--- config.mk ---
export PLATFORM = sky130hd
export DESIGN_NAME = tlx_exec
export DESIGN_NICKNAME = d
export VERILOG_FILES = /design/src/verilog/tlx_pkg.sv /design/src/verilog/tlx_exec.sv
export SDC_FILE = /design/constraint.sdc
export NUM_CORES = 1
export LEC_CHECK = 0
export BUFFER_PORTS_ARGS = -buffer_cell sky130_fd_sc_hd__buf_2
export CAP_MARGIN = 15
export CORE_MARGIN = 3
export CORE_UTILIZATION = 42
export DETAILED_ROUTE_END_ITERATION = 16
export HOLD_SLACK_MARGIN = 0.15
export PLACE_DENSITY = 0.79
export REMOVE_ABC_BUFFERS = 1
export SLEW_MARGIN = 20
export SYNTH_ARGS = -nofsm -noshare
export SYNTH_HDL_FRONTEND = slang
export SYNTH_SLANG_ARGS = --single-unit
--- constraint.sdc ---
create_clock -name i_core_clk -period 2.1 [get_ports i_core_clk]
set_input_delay 0.315 -clock i_core_clk [delete_from_list [all_inputs] [get_ports i_core_clk]]
set_output_delay 0.315 -clock i_core_clk [all_outputs]
set_load 0.005 [all_outputs]
--- src/verilog/tlx_pkg.sv ---
// Package: opcode patterns, field positions and reset values for the table latch / xor executor
package tlx_pkg;
  localparam logic [5:0] OP_TABLE_LATCH_BYTE_WRITE = 6'h29;   // bits 15:10 = 1010 01, then t, x
  localparam logic [7:0] OP_TEST_SKIP_IF_NULL = 8'h33;        // 0011 0011
  localparam logic [7:0] OP_XOR_WORKING_WITH_LITERAL = 8'hb4; // 1011 0100
  localparam logic [6:0] OP_XOR_WORKING_WITH_FILE = 7'h06;    // bits 15:9 = 0000 110d
  localparam int unsigned OP7_MSB = 15;
  localparam int unsigned OP7_LSB = 9;
  localparam int unsigned OP8_LSB = 8;
  localparam int unsigned OP6_LSB = 10;
  localparam int unsigned LATCH_SEL_BIT = 9;   // t for latch write; bit 8 is ignored there
  localparam int unsigned SEL_BIT = 8;   // d for file xor; latch write takes t from bit 9
  localparam int unsigned ARG_MSB = 7;
  localparam logic [7:0] WORKING_RESET = 8'h00;
  localparam logic [15:0] LATCH_RESET = 16'h0000;
  localparam logic ZERO_RESET = 1'b0;

  typedef enum logic [2:0] {
    TLX_NONE = 3'b000,
    TLX_LATCH_WRITE = 3'b001,
    TLX_TEST_SKIP = 3'b010,
    TLX_XOR_LITERAL = 3'b011,
    TLX_XOR_FILE = 3'b100
  } tlx_op_t;
endpackage

--- src/verilog/tlx_exec.sv ---
// Executor for table latch byte write, test-and-skip, and the two exclusive-OR instructions
//
// Contract
// RL1: Latch write: t=0 low byte, t=1 high byte
// RL2: Sixteen-bit latch, byte halves, reads never disturb
// RL3: Decode 0011 0011 as test-skip, flags untouched
// RL4: Zero file: discard prefetched word, two cycles
// RL5: Decode 1011 0100 as literal xor into working
// RL6: File xor: d=0 working, d=1 file
// RL7: File xor bitwise, only zero flag, one cycle
// RL8: Zero flag set when xor result zero; the literal xor here leaves the zero flag unchanged
module tlx_exec (
  input wire logic i_core_clk,
  input wire logic i_rst_n,
  input wire logic i_instr_valid,
  input wire logic [15:0] i_instr,
  input wire logic [7:0] i_file_rdata,
  input wire logic i_latch_load,
  input wire logic [15:0] i_latch_load_data,
  output logic o_file_we,
  output logic [7:0] o_file_waddr,
  output logic [7:0] o_file_wdata,
  output logic [7:0] o_working_register,
  output logic o_zero,
  output logic [15:0] o_table_holding_latch,
  output logic o_forced_nop
);

  ////////////////////////////////////////////////////////////////////////////
  function automatic tlx_pkg::tlx_op_t decode_op(input logic [15:0] w);
    tlx_pkg::tlx_op_t op;
    op = tlx_pkg::TLX_NONE;
    if (w[tlx_pkg::OP7_MSB:tlx_pkg::OP6_LSB] == tlx_pkg::OP_TABLE_LATCH_BYTE_WRITE) begin
      op = tlx_pkg::TLX_LATCH_WRITE;
    end else if (w[tlx_pkg::OP7_MSB:tlx_pkg::OP8_LSB] == tlx_pkg::OP_TEST_SKIP_IF_NULL) begin
      op = tlx_pkg::TLX_TEST_SKIP; // [RL3]
    end else if (w[tlx_pkg::OP7_MSB:tlx_pkg::OP8_LSB] == tlx_pkg::OP_XOR_WORKING_WITH_LITERAL) begin
      op = tlx_pkg::TLX_XOR_LITERAL; // [RL5]
    end else if (w[tlx_pkg::OP7_MSB:tlx_pkg::OP7_LSB] == tlx_pkg::OP_XOR_WORKING_WITH_FILE) begin
      op = tlx_pkg::TLX_XOR_FILE;
    end
    return op;
  endfunction

  // Shared by the skip test and the zero flag
  function automatic logic null_byte(input logic [7:0] b);
    return (b == 8'h00);
  endfunction

  logic [7:0] working_ff;
  logic zero_ff;
  logic [7:0] latch_byte_ff [2];
  logic skip_pend_ff;
  logic file_we_ff;
  logic [7:0] file_waddr_ff;
  logic [7:0] file_wdata_ff;
  logic forced_nop_ff;

  tlx_pkg::tlx_op_t op;
  logic exec;
  logic sel;
  logic latch_sel;
  logic [7:0] arg;
  logic [7:0] xor_file;
  logic [7:0] xor_lit;
  logic do_latch_write;
  logic do_test_skip;
  logic do_xor_lit;
  logic do_xor_file;
  logic file_to_working;
  logic file_to_file;
  logic test_hits_null;
  logic [1:0] latch_byte_we;
  logic [7:0] nxt_working;
  logic nxt_zero;
  logic nxt_skip_pend;

  // A valid word arriving while a skip is pending is the discarded prefetch
  assign exec = i_instr_valid && !skip_pend_ff; // [RL4]
  assign op = exec ? decode_op(i_instr) : tlx_pkg::TLX_NONE;
  assign sel = i_instr[tlx_pkg::SEL_BIT];
  assign latch_sel = i_instr[tlx_pkg::LATCH_SEL_BIT]; // [RL1]
  assign arg = i_instr[tlx_pkg::ARG_MSB:0];
  assign xor_file = working_ff ^ i_file_rdata; // [RL7]
  assign xor_lit = working_ff ^ arg; // [RL5]

  ////////////////////////////////////////////////////////////////////////////
  // One strobe per instruction so each concern below reads a single bit
  assign do_latch_write = (op == tlx_pkg::TLX_LATCH_WRITE); // [RL1]
  assign do_test_skip = (op == tlx_pkg::TLX_TEST_SKIP); // [RL3]
  assign do_xor_lit = (op == tlx_pkg::TLX_XOR_LITERAL); // [RL5]
  assign do_xor_file = (op == tlx_pkg::TLX_XOR_FILE); // [RL7]
  assign file_to_working = do_xor_file && !sel; // [RL6]
  assign file_to_file = do_xor_file && sel; // [RL6]
  assign test_hits_null = do_test_skip && null_byte(i_file_rdata); // [RL4]
  // Bit 0 enables the lower byte, bit 1 the upper one
  assign latch_byte_we = {do_latch_write && latch_sel, do_latch_write && !latch_sel}; // [RL1]

  ////////////////////////////////////////////////////////////////////////////
  // Next working value; literal xor leaves the zero flag alone
  always_comb begin
    nxt_working = working_ff;
    if (do_xor_lit) begin
      nxt_working = xor_lit; // [RL5]
    end else if (file_to_working) begin
      nxt_working = xor_file; // [RL6]
    end
  end

  // Zero follows the file xor result whichever destination takes it
  always_comb begin
    nxt_zero = zero_ff;
    if (do_xor_file) begin
      nxt_zero = null_byte(xor_file); // [RL7] [RL8]
    end
  end

  // Set wins over clear: the test word itself is never the discarded one
  always_comb begin
    nxt_skip_pend = skip_pend_ff;
    if (test_hits_null) begin
      nxt_skip_pend = 1'b1; // [RL4]
    end else if (i_instr_valid) begin
      nxt_skip_pend = 1'b0;
    end
  end

  ////////////////////////////////////////////////////////////////////////////
  // Working register
  always_ff @(posedge i_core_clk or negedge i_rst_n) begin
    if (!i_rst_n) begin
      working_ff <= tlx_pkg::WORKING_RESET;
    end else begin
      working_ff <= nxt_working; // [RL5] [RL6]
    end
  end

  // Zero flag: only the file xor touches it, test-skip leaves it alone
  always_ff @(posedge i_core_clk or negedge i_rst_n) begin
    if (!i_rst_n) begin
      zero_ff <= tlx_pkg::ZERO_RESET;
    end else begin
      zero_ff <= nxt_zero; // [RL7] [RL8]
    end
  end

  ////////////////////////////////////////////////////////////////////////////
  // File write strobe for d=1, one cycle wide
  always_ff @(posedge i_core_clk or negedge i_rst_n) begin
    if (!i_rst_n) begin
      file_we_ff <= 1'b0;
    end else begin
      file_we_ff <= file_to_file; // [RL6]
    end
  end

  // Address and data stand after the strobe so the core may sample late
  always_ff @(posedge i_core_clk or negedge i_rst_n) begin
    if (!i_rst_n) begin
      file_waddr_ff <= 8'h00;
      file_wdata_ff <= 8'h00;
    end else if (file_to_file) begin
      file_waddr_ff <= arg;
      file_wdata_ff <= xor_file; // [RL6]
    end
  end

  ////////////////////////////////////////////////////////////////////////////
  // Table holding latch, one register per byte half
  // Program-memory load takes second place to any latch write instruction,
  // so the unwritten half of a byte write is never overwritten by a load
  for (genvar b = 0; b < 2; b++) begin : g_latch_byte
    always_ff @(posedge i_core_clk or negedge i_rst_n) begin
      if (!i_rst_n) begin
        latch_byte_ff[b] <= tlx_pkg::LATCH_RESET[b*8 +: 8];
      end else if (latch_byte_we[b]) begin
        latch_byte_ff[b] <= i_file_rdata; // [RL1] [RL2]
      end else if (i_latch_load && !do_latch_write) begin
        latch_byte_ff[b] <= i_latch_load_data[b*8 +: 8]; // [RL2]
      end
    end
  end

  ////////////////////////////////////////////////////////////////////////////
  // Skip: arm on null test, cleared by the next fetched word which becomes a forced no-op
  // Idle cycles keep the skip armed until a word actually arrives
  always_ff @(posedge i_core_clk or negedge i_rst_n) begin
    if (!i_rst_n) begin
      skip_pend_ff <= 1'b0;
    end else begin
      skip_pend_ff <= nxt_skip_pend; // [RL4]
    end
  end

  // Pulse marks the cycle after a discarded word
  always_ff @(posedge i_core_clk or negedge i_rst_n) begin
    if (!i_rst_n) begin
      forced_nop_ff <= 1'b0;
    end else begin
      forced_nop_ff <= i_instr_valid && skip_pend_ff; // [RL4]
    end
  end

  ////////////////////////////////////////////////////////////////////////////
  // Outputs, all straight from flip-flops
  assign o_file_we = file_we_ff;
  assign o_file_waddr = file_waddr_ff;
  assign o_file_wdata = file_wdata_ff;
  assign o_working_register = working_ff;
  assign o_zero = zero_ff;
  assign o_table_holding_latch = {latch_byte_ff[1], latch_byte_ff[0]};
  assign o_forced_nop = forced_nop_ff;

endmodule

# ---- After elaboration in Yosys (flattened, before gate mapping)
# Cells that the tools add are included.
dict set report op_classes {
  eq_ne 8
  n_mux 13
  n_bitwise 2
  n_reduce_logical 18
}
# operator count
set ops {}
lappend ops {{$mux W8} 6}
lappend ops {{$logic_not A8 Y1} 2}
lappend ops {{$xor A8 B8 Y8} 2}
lappend ops {{$mux W3} 5}
lappend ops {{$eq A8 B6 Y1 const B} 1}
lappend ops {{$eq A8 B8 Y1 const B} 1}
lappend ops {{$logic_and A1 B1 Y1} 8}
lappend ops {{$reduce_bool A2 Y1} 4}
lappend ops {{$eq A7 B3 Y1 const B} 1}
lappend ops {{$eq A3 B2 Y1 const B} 2}
lappend ops {{$eq A6 B6 Y1 const B} 1}
lappend ops {{$logic_not A1 Y1} 4}
lappend ops {{$eq A3 B1 Y1 const B} 1}
lappend ops {{$eq A3 B3 Y1 const B} 1}
lappend ops {{$mux W1} 2}
dict set report totals {
  reg_bits 44
  in_bits 44
  out_inout_bits 43
  elab_cells 50
}

# ---- Longest topological paths before layout
# Gate-level depths: netlist of run 1.
dict set report logic_depth {
  word_depth 11
  depth_mapped 7
  mapped_depth_nobuf 4
}

# ---- Worst setup path after synthesis of run 1
# Ideal clock, no wire load.
dict set report synth_path {
  path_type {input to register}
  startpoint {input i_instr[14]}
  endpoint {register latch_byte_ff (netlist bit o_table_holding_latch[10])}
  setup_time_ns 0.073
  arrival_ns 1.762
  required_ns 2.027
  path_slack_ns 0.264
  cell_stages 6
  n_path_buf 2
  cell_sequence {or3b_4 -> or4_4 -> buf_6 -> and2_1 -> buf_6 -> a21oi_2}
}
dict set report synth_between {
  elab_chain_len 10
  elab_cells_between_ends 15
  cone_classes {5 x eq/ne; 6 x mux; 4 x reduce/logical}
}
# item line
set synth_rtl {}
lappend synth_rtl {{from (decl)} tlx_exec.sv:16} ;# input wire logic [15:0] i_instr,
lappend synth_rtl {{$eq A7 B3 Y1} tlx_exec.sv:39} ;# end else if (w[tlx_pkg::OP7_MSB:tlx_pkg::OP7_LSB] == tlx_pkg::OP_XOR_WORKING_WITH_FILE) begin
lappend synth_rtl {{$mux W3} tlx_exec.sv:39}
lappend synth_rtl {{$mux W3} tlx_exec.sv:37} ;# end else if (w[tlx_pkg::OP7_MSB:tlx_pkg::OP8_LSB] == tlx_pkg::OP_XOR_WORKING_WITH_LITERAL) begin
lappend synth_rtl {{$mux W3} tlx_exec.sv:35} ;# end else if (w[tlx_pkg::OP7_MSB:tlx_pkg::OP8_LSB] == tlx_pkg::OP_TEST_SKIP_IF_NULL) begin
lappend synth_rtl {{$mux W3 *} tlx_exec.sv:33} ;# if (w[tlx_pkg::OP7_MSB:tlx_pkg::OP6_LSB] == tlx_pkg::OP_TABLE_LATCH_BYTE_WRITE) begin
lappend synth_rtl {{$mux W3 *} tlx_exec.sv:80} ;# assign op = exec ? decode_op(i_instr) : tlx_pkg::TLX_NONE;
lappend synth_rtl {{$eq A3 B1 Y1 *} tlx_exec.sv:89} ;# assign do_latch_write = (op == tlx_pkg::TLX_LATCH_WRITE);
lappend synth_rtl {{$logic_not A1 Y1} tlx_exec.sv:178} ;# end else if (i_latch_load && !do_latch_write) begin
lappend synth_rtl {{$logic_and A1 B1 Y1} tlx_exec.sv:178}
lappend synth_rtl {{$reduce_bool A2 Y1 (no source line)} --}
lappend synth_rtl {{to (signal, indexed assignment)} tlx_exec.sv:175} ;# latch_byte_ff[b] <= tlx_pkg::LATCH_RESET[b*8 +: 8];
lappend synth_rtl {{to (signal, indexed assignment)} tlx_exec.sv:177} ;# latch_byte_ff[b] <= i_file_rdata;
lappend synth_rtl {{to (signal, indexed assignment)} tlx_exec.sv:179} ;# latch_byte_ff[b] <= i_latch_load_data[b*8 +: 8];
lappend synth_rtl {{to (decl)} tlx_exec.sv:52} ;# logic [7:0] latch_byte_ff [2];
# Every way passes the cells marked *; elsewhere a longest branch is shown, timed or not.
# A chain may end at the register's enable or synchronous reset.

# ---- Worst setup path in the final report of run 1
dict set report layout_path {
  startpoint {register skip_pend_ff}
  endpoint {register latch_byte_ff (netlist bit o_table_holding_latch[6])}
}
dict set report layout_between {
  elab_chain_len 7
  elab_cells_between_ends 9
  cone_classes {1 x eq/ne; 2 x mux; 6 x reduce/logical}
}
# item line
set layout_rtl {}
lappend layout_rtl {{from (decl)} tlx_exec.sv:53} ;# logic skip_pend_ff;
lappend layout_rtl {{from (signal assigned)} tlx_exec.sv:191} ;# skip_pend_ff <= nxt_skip_pend;
lappend layout_rtl {{$logic_not A1 Y1 *} tlx_exec.sv:79} ;# assign exec = i_instr_valid && !skip_pend_ff;
lappend layout_rtl {{$logic_and A1 B1 Y1 *} tlx_exec.sv:79}
lappend layout_rtl {{$mux W3 *} tlx_exec.sv:80}
lappend layout_rtl {{$eq A3 B1 Y1 *} tlx_exec.sv:89}
lappend layout_rtl {{$logic_not A1 Y1} tlx_exec.sv:178}
lappend layout_rtl {{$logic_and A1 B1 Y1} tlx_exec.sv:178}
lappend layout_rtl {{$reduce_bool A2 Y1 (no source line)} --}
# Marked as above.

==> impl_metrics.csv, run 1 <==
group,metric,value,unit
run_status,outcome,"finished, final reports clean",
placement,dp_hpwl,4500,um
clocking,path_clk_slew,0.08,ns
routing,avgViaCountPerCell,5.38,
yosys,syn-cell-area,2200,sq um
sta,fin_worst_skew,0.00259,ns
routing,initialDrtViolationCount,113,
clocking,tritoncts,"built",
sta,hold_violations,0,
finish,seq_area,1100,sq um
run,cap_violations,0,
finish,multi_input_area,998,sq um
power,p_leak,0.00150,uW
worst_setup_path,path_cells,"nand3b_1, buf_4, o31a_1, nor2_2, a21o_1",
die,fp.dieArea,6140,sq um
power,power_density,669,nW/um^2
yosys,yosysWarnings,0,
routing,vias,1933,
sta,slew_violations,0,
worst_setup_path,worst_setup_path_end_kind,"register",
power,irDropWorstVdd,0.303,mV
worst_setup_path,reg2regPathDepth,5,
hold_path,min_path_type,"in2reg",
grt,antenna_found_initial,0,
yosys,synth.area.mux_share,0.0461,
grt,grt-ovfl-total,0,
worst_setup_path,cp_max_fo,11,
hold_path,min_path_cells,2,
finish,synthToLayoutAreaGrowth,29.3,%
yosys,synth-compound-area-share,0.205,
power,p_total,1900,uW
die,initial_core_util,0.451,
worst_setup_path,cp_data_arrival_time,2.06,ns
clocking,h-tree-depth,2,
finish,antenna_cells,0,
clocking,insertion_delay,0.30,ns
routing,wirelength,5880,um
finish,fillers,440,
die,die_h,78.4,um
yosys,synth-seq-cells,44,
die,io_pins,87,
worst_setup_path,critPathBufInv,1,
sta,fin_ws,0.279,ns
grt,grt_usage,0.199,
finish,nets,335,
placement,place.gp.congestion,0.863,
finish,drive_gt1_frac,0.428,
sta,tightest_slew,0.668,ns
yosys,yosysSeqAreaShare,0.501,
worst_setup_path,crit_slowest_cell,"dfrtp_1",
worst_setup_path,path_delay_family,"compound AO/OA/AOI/OAI gates",
routing,avgRoutedWirePerCell,16.4,um
worst_setup_path,crit_required,2.34,ns
routing,drtAntennaViolNets,0,
yosys,yosys.area_share.xor_xnor,0.0637,
yosys,postSynthCellCount,199,
grt,grt_max_degree,30,
die,coreArea,4880,sq um
worst_setup_path,cp.depth,5,
sta,finalCritPeriodShare,0.867,
yosys,synth_top_family_by_area,"compound AO/OA/AOI/OAI gates",
yosys,ys_types,38,
clocking,clock-sinks,44,
clocking,cts.path.max_buffers,2,
worst_setup_path,cp-start-kind,"register",
clocking,cts.repair.resized,0,
die,die_w,78.4,um
sta,fin_setup_tns,0,ns
clocking,cts_buffers,5,
clocking,cts_root_buffer,"clkbuf_8",
worst_setup_path,path_class,"reg2reg",
sta,setup_violations,0,
sta,grt_setup_unrepaired,"no",
placement,port_buffers,86,
sta,period_minus_slack,1.82,ns
sta,max_slew_margin,0.554,
sta,holdWs,0.270,ns
yosys,synth-simple-area-share,0.139,
yosys,synth-adder-area-share,0,
yosys,syn_avg_cell_area,11.1,sq um
die,fp-row-count,25,
routing,drc_errors,0,
grt,grt_pass1_vias,1827,
routing,drt-pass1-iter-count,4,
grt,grt_pass1_wl,9360,um
worst_setup_path,slowest_delay,0.42,ns
placement,place_ws,0.0396,ns
sta,clock.fmax,549,MHz
-- kinds of logic (layout without fill, tap and decap cells) --
logic type | count (synthesis) | in the layout
DFF | 44 | 44
and+or+nand+nor | 47 | 47
AOI/OAI and AO/OA | 61 | 61
buffers and inverters | 22 | 115
muxes | 9 | 9
xor gates and xnor gates | 16 | 16
-- path summary, 6_finish.rpt --
path | slack (ns) | startpoint | endpoint
max | 0.28 | skip_pend_ff$_DFFE_PN0P_ | o_table_holding_latch[6]$_DFFE_PN0P_
min | 0.27 | i_instr[7] | o_file_waddr[7]$_DFFE_PN0P_
max reg2reg | 0.28 | skip_pend_ff$_DFFE_PN0P_ | o_table_holding_latch[6]$_DFFE_PN0P_
min reg2reg | 0.48 | o_table_holding_latch[4]$_DFFE_PN0P_ | o_table_holding_latch[4]$_DFFE_PN0P_
max in group asynchronous | 0.85 | i_rst_n | o_table_holding_latch[10]$_DFFE_PN0P_
min in group asynchronous | 0.58 | i_rst_n | o_file_waddr[6]$_DFFE_PN0P_
-- area by class of cell --
| class | instances | area share |
|---|---|---|
| sequential | 44 | 0.387 |
| multi-input combinational | 133 | 0.351 |
| timing repair buffer | 97 | 0.181 |
| tap | 67 | 0.0295 |
| clock buffer | 6 | 0.0255 |
| inverter | 10 | 0.0132 |
| clock inverter | 2 | 0.0123 |
-- worst reg2reg max path, delay by kind of cell (launching register included) --
family	cells	cell delay (ns)
compound gates	2	0.60
simple gates	2	0.53
flops	1	0.42
buf+inv	1	0.20
-- cell usage after synthesis --
master | n | area, sq um
dfrtp_1 | 44 | 1100
nand4_1 | 13 | 81.3
inv_1 | 10 | 37.5
mux2_2 | 9 | 101
nand2_1 | 9 | 33.8
o21ai_0 | 9 | 45.0
o31ai_1 | 9 | 67.6
a21o_1 | 8 | 60.1
a21oi_2 | 8 | 70.1
a22o_1 | 8 | 70.1
a22oi_1 | 8 | 60.1
o22ai_1 | 8 | 50.1
xnor2_1 | 8 | 70.1
xor2_1 | 8 | 70.1
clkbuf_1 | 7 | 26.3
nor2_1 | 3 | 11.3
and2_1 | 2 | 12.5
buf_2 | 2 | 10.0
buf_6 | 2 | 22.5
nand2b_1 | 2 | 12.5
nand3_1 | 2 | 10.0
nor3b_1 | 2 | 15.0
nor4_1 | 2 | 12.5
nor4bb_1 | 2 | 20.0
a31oi_1 | 1 | 6.26
and3_1 | 1 | 6.26
and3b_1 | 1 | 8.76
buf_1 | 1 | 3.75
nand3b_1 | 1 | 7.51
nand4b_1 | 1 | 8.76
nand4bb_1 | 1 | 11.3
nor2_2 | 1 | 6.26
nor3_1 | 1 | 5.00
nor4_4 | 1 | 21.3
o31a_1 | 1 | 8.76
o31ai_2 | 1 | 12.5
or3b_4 | 1 | 11.3
or4_4 | 1 | 11.3
-- registers in the layout (all words and copies together) (netlist names) --
signal / count
o_file_wdata: 8
o_file_waddr: 8
o_working_register: 8
o_forced_nop: 1
o_zero: 1
skip_pend_ff: 1
o_table_holding_latch: 16
o_file_we: 1
-- per-layer routing --
layer | global-route usage | routed length, um | vias up
met2 | 0.312 | 2730 | 72
met3 | 0.0401 | 432 | 10
li1 | - | - | 924
met4 | 0.0664 | 110 | 0
met5 | 0 | 0 | -
met1 | 0.275 | 2610 | 927
-- per-stage QoR --
step / std cells / cell area (sq um) / util
finish: 359 / 2840 / 0.583
CTS: 358 / 2840 / 0.581
global route: 359 / 2840 / 0.583
floorplan: 187 / 2140 / -
detailed placement: 349 / 2720 / 0.557
global placement: 349 / 2720 / 0.557
-- where the power goes --
group | internal [uW] | leakage, uW | switching (uW) | total (uW)
Combinational | 146 | 0.000874 | 164 | 310
Clock | 353 | 0.0000552 | 291 | 645
Sequential | 906 | 0.000572 | 41.3 | 947
-- timing repair --
item                                    CTS  global route
endpoints found under the setup margin    0             2
hold endpoints to repair                 28             0
buffers inserted                          0             1
hold buffers                              1             0
-- cell usage in the layout (no fill, tap or decap), types with 2 or more instances in the layout --
| cell type | count |
|---|---|
| nor4bb_1 | 2 |
| buf_4 | 10 |
| nand3_1 | 2 |
| a21oi_2 | 8 |
| and2_1 | 2 |
| dfrtp_1 | 44 |
| nor3b_1 | 2 |
| mux2_2 | 9 |
| a22o_1 | 8 |
| nand2b_1 | 2 |
| xnor2_1 | 8 |
| a22oi_1 | 8 |
| o21ai_0 | 9 |
| xor2_1 | 8 |
| o31ai_1 | 9 |
| nand4_1 | 13 |
| clkbuf_8 | 5 |
| nand2_1 | 9 |
| inv_1 | 10 |
| buf_2 | 86 |
| nor4_1 | 2 |
| a21o_1 | 8 |
| nor2_1 | 3 |
| o22ai_1 | 8 |
Note: power is estimated with default switching activity, not from simulation.
==> run 2, diff against run 1 <==
==> constraint.sdc (replaced) <==
create_clock -name i_core_clk -period 2.1 [get_ports i_core_clk]
set_input_delay 0.105 -clock i_core_clk [delete_from_list [all_inputs] [get_ports i_core_clk]]
set_output_delay 0.105 -clock i_core_clk [all_outputs]
set_load 0.005 [all_outputs]
==> impl_metrics.csv, run 2 (synthesized netlist as in run 1, its figures left out) <==
group,metric,value,unit
run_status,outcome,"finished, final reports clean",
grt,grt_pass1_vias,2040,
routing,top_layer,"met4",
worst_setup_path,cp_max_fo,9,
clocking,insertion_delay,0.30,ns
clocking,h-tree-depth,2,
die,coreArea,4880,sq um
clocking,path_clk_slew,0.08,ns
routing,drc_errors,0,
finish,synthToLayoutAreaGrowth,42.0,%
power,p_leak,0.00162,uW
power,power_density,656,nW/um^2
routing,drt-pass1-iter-count,4,
die,fp-row-count,25,
sta,max_slew_margin,0.682,
worst_setup_path,crit_required,2.32,ns
routing,wirelength,6200,um
routing,vias,2037,
sta,fin_setup_tns,0,ns
routing,drtAntennaViolNets,0,
finish,antenna_cells,0,
sta,slew_violations,0,
worst_setup_path,path_class,"reg2reg",
worst_setup_path,worst_setup_path_end_kind,"register",
die,initial_core_util,0.451,
worst_setup_path,cp-start-kind,"register",
clocking,tritoncts,"built",
grt,antenna_found_initial,0,
placement,port_buffers,86,
sta,grt_setup_unrepaired,"no",
finish,largest_reg_flops,16,
sta,setup_violations,0,
worst_setup_path,cp_data_arrival_time,2.18,ns
die,die_h,78.4,um
routing,wl_met1,2670,um
worst_setup_path,crit_slowest_cell,"or4_4",
clocking,clock-sinks,44,
worst_setup_path,slowest_delay,0.60,ns
sta,hold_violations,0,
sta,period_minus_slack,1.96,ns
sta,fin_worst_skew,0.00676,ns
grt,grt_usage,0.206,
run,cap_violations,0,
hold_path,min_path_type,"in2reg",
placement,place.gp.congestion,0.882,
finish,layout_commonest_cell,"buf_2",
clocking,cts.path.max_buffers,2,
die,io_pins,87,
placement,dp_hpwl,4510,um
routing,avgRoutedWirePerCell,16.1,um
clocking,cts_root_buffer,"clkbuf_8",
grt,grt-ovfl-total,0,
routing,met3WireLength,425,um
finish,fin_util,0.640,
worst_setup_path,path_cells,"nand3b_1, or4_4, and2_1, a21oi_2",
finish,fillers,400,
finish,drive_gt1_frac,0.397,
sta,clock.fmax,511,MHz
die,die_w,78.4,um
clocking,cts_buffers,5,
grt,grt_max_degree,30,
sta,tightest_slew,0.477,ns
sta,finalCritPeriodShare,0.933,
finish,final_cell_mix,"buf_2 (86), dfrtp_1 (44), dlygate4sd3_1 (26)",
finish,nets,361,
routing,met2_length,2990,um
grt,grt_pass1_wl,9850,um
routing,avgViaCountPerCell,5.30,
power,irDropWorstVdd,0.394,mV
routing,initialDrtViolationCount,139,
die,fp.dieArea,6140,sq um
clocking,cts.repair.resized,0,
## run 2: cell types whose count changed in the layout (fill, tap and decap cells not counted), sizes merged
cell,previous run,this run
clkbuf,6,5
bufinv,1,2
buf,96,97
dlygate4sd3,1,26
clkinv,1,0
## run 2: critical path: cells and delay by family (launching register included)
kind             cells  cell delay (ns)
AND/OR/NAND/NOR      3             1.25
flip-flops           1             0.43
AO/OA/AOI/OAI        1             0.20
## run 2: power breakdown
part / total (uW) / switching [uW] / internal, uW
combinational: 350 / 171 / 179
sequential: 947 / 41.3 / 906
clock: 751 / 282 / 468
total: 2050 / 495 / 1550
## run 2: repair_timing
action	CTS	global route
endpoints found under the setup margin	0	10
hold endpoints to repair	41	0
setup buffers	0	3
hold buffers	26	0
## run 2: layout make-up
cell class / count / area (sq um) / area share
sequential: 44 / 1100 / 0.353
tap: 67 / 83.8 / 0.0268
clock buffer: 5 / 68.8 / 0.0220
timing repair buffer: 123 / 773 / 0.248
multi-input combinational: 133 / 998 / 0.320
inverter: 10 / 37.5 / 0.0120
clock inverter: 2 / 60.1 / 0.0192
## run 2: worst paths after layout
check                                                     startpoint                               endpoint  slack (ns)  depth (start not counted)
worst max-delay path                        skip_pend_ff$_DFFE_PN0P_  o_table_holding_latch[11]$_DFFE_PN0P_        0.14                          4
worst min-delay path                                 i_file_rdata[6]  o_table_holding_latch[14]$_DFFE_PN0P_        0.19                          3
worst max register to register              skip_pend_ff$_DFFE_PN0P_  o_table_holding_latch[11]$_DFFE_PN0P_        0.14                          4
worst min register to register  o_table_holding_latch[3]$_DFFE_PN0P_   o_table_holding_latch[3]$_DFFE_PN0P_        0.48                          1
max in group asynchronous                                    i_rst_n  o_table_holding_latch[10]$_DFFE_PN0P_        1.15                          3
min in group asynchronous                                    i_rst_n            o_file_waddr[6]$_DFFE_PN0P_        0.25                          2
## run 2: stage by stage
step                hold WS (ns)  instances  power (uW)  setup slack, ns  instance area [sq um]
global route               0.179        384        2130           0.0278                   3120
floorplan                 -0.191        187        1090           0.0799                   2140
finish                     0.186        384        2050            0.141                   3120
CTS                        0.173        381        2060           0.0755                   3100
global placement          0.0346        348        1260            0.200                   2710
detailed placement        0.0428        348        1270            0.112                   2710
## run 2: metal layers
metal,vias to the layer above,global-route usage
li1,974,-
met1,972,0.264
met2,82,0.350
met3,9,0.0390
met4,0,0.0699
met5,-,0
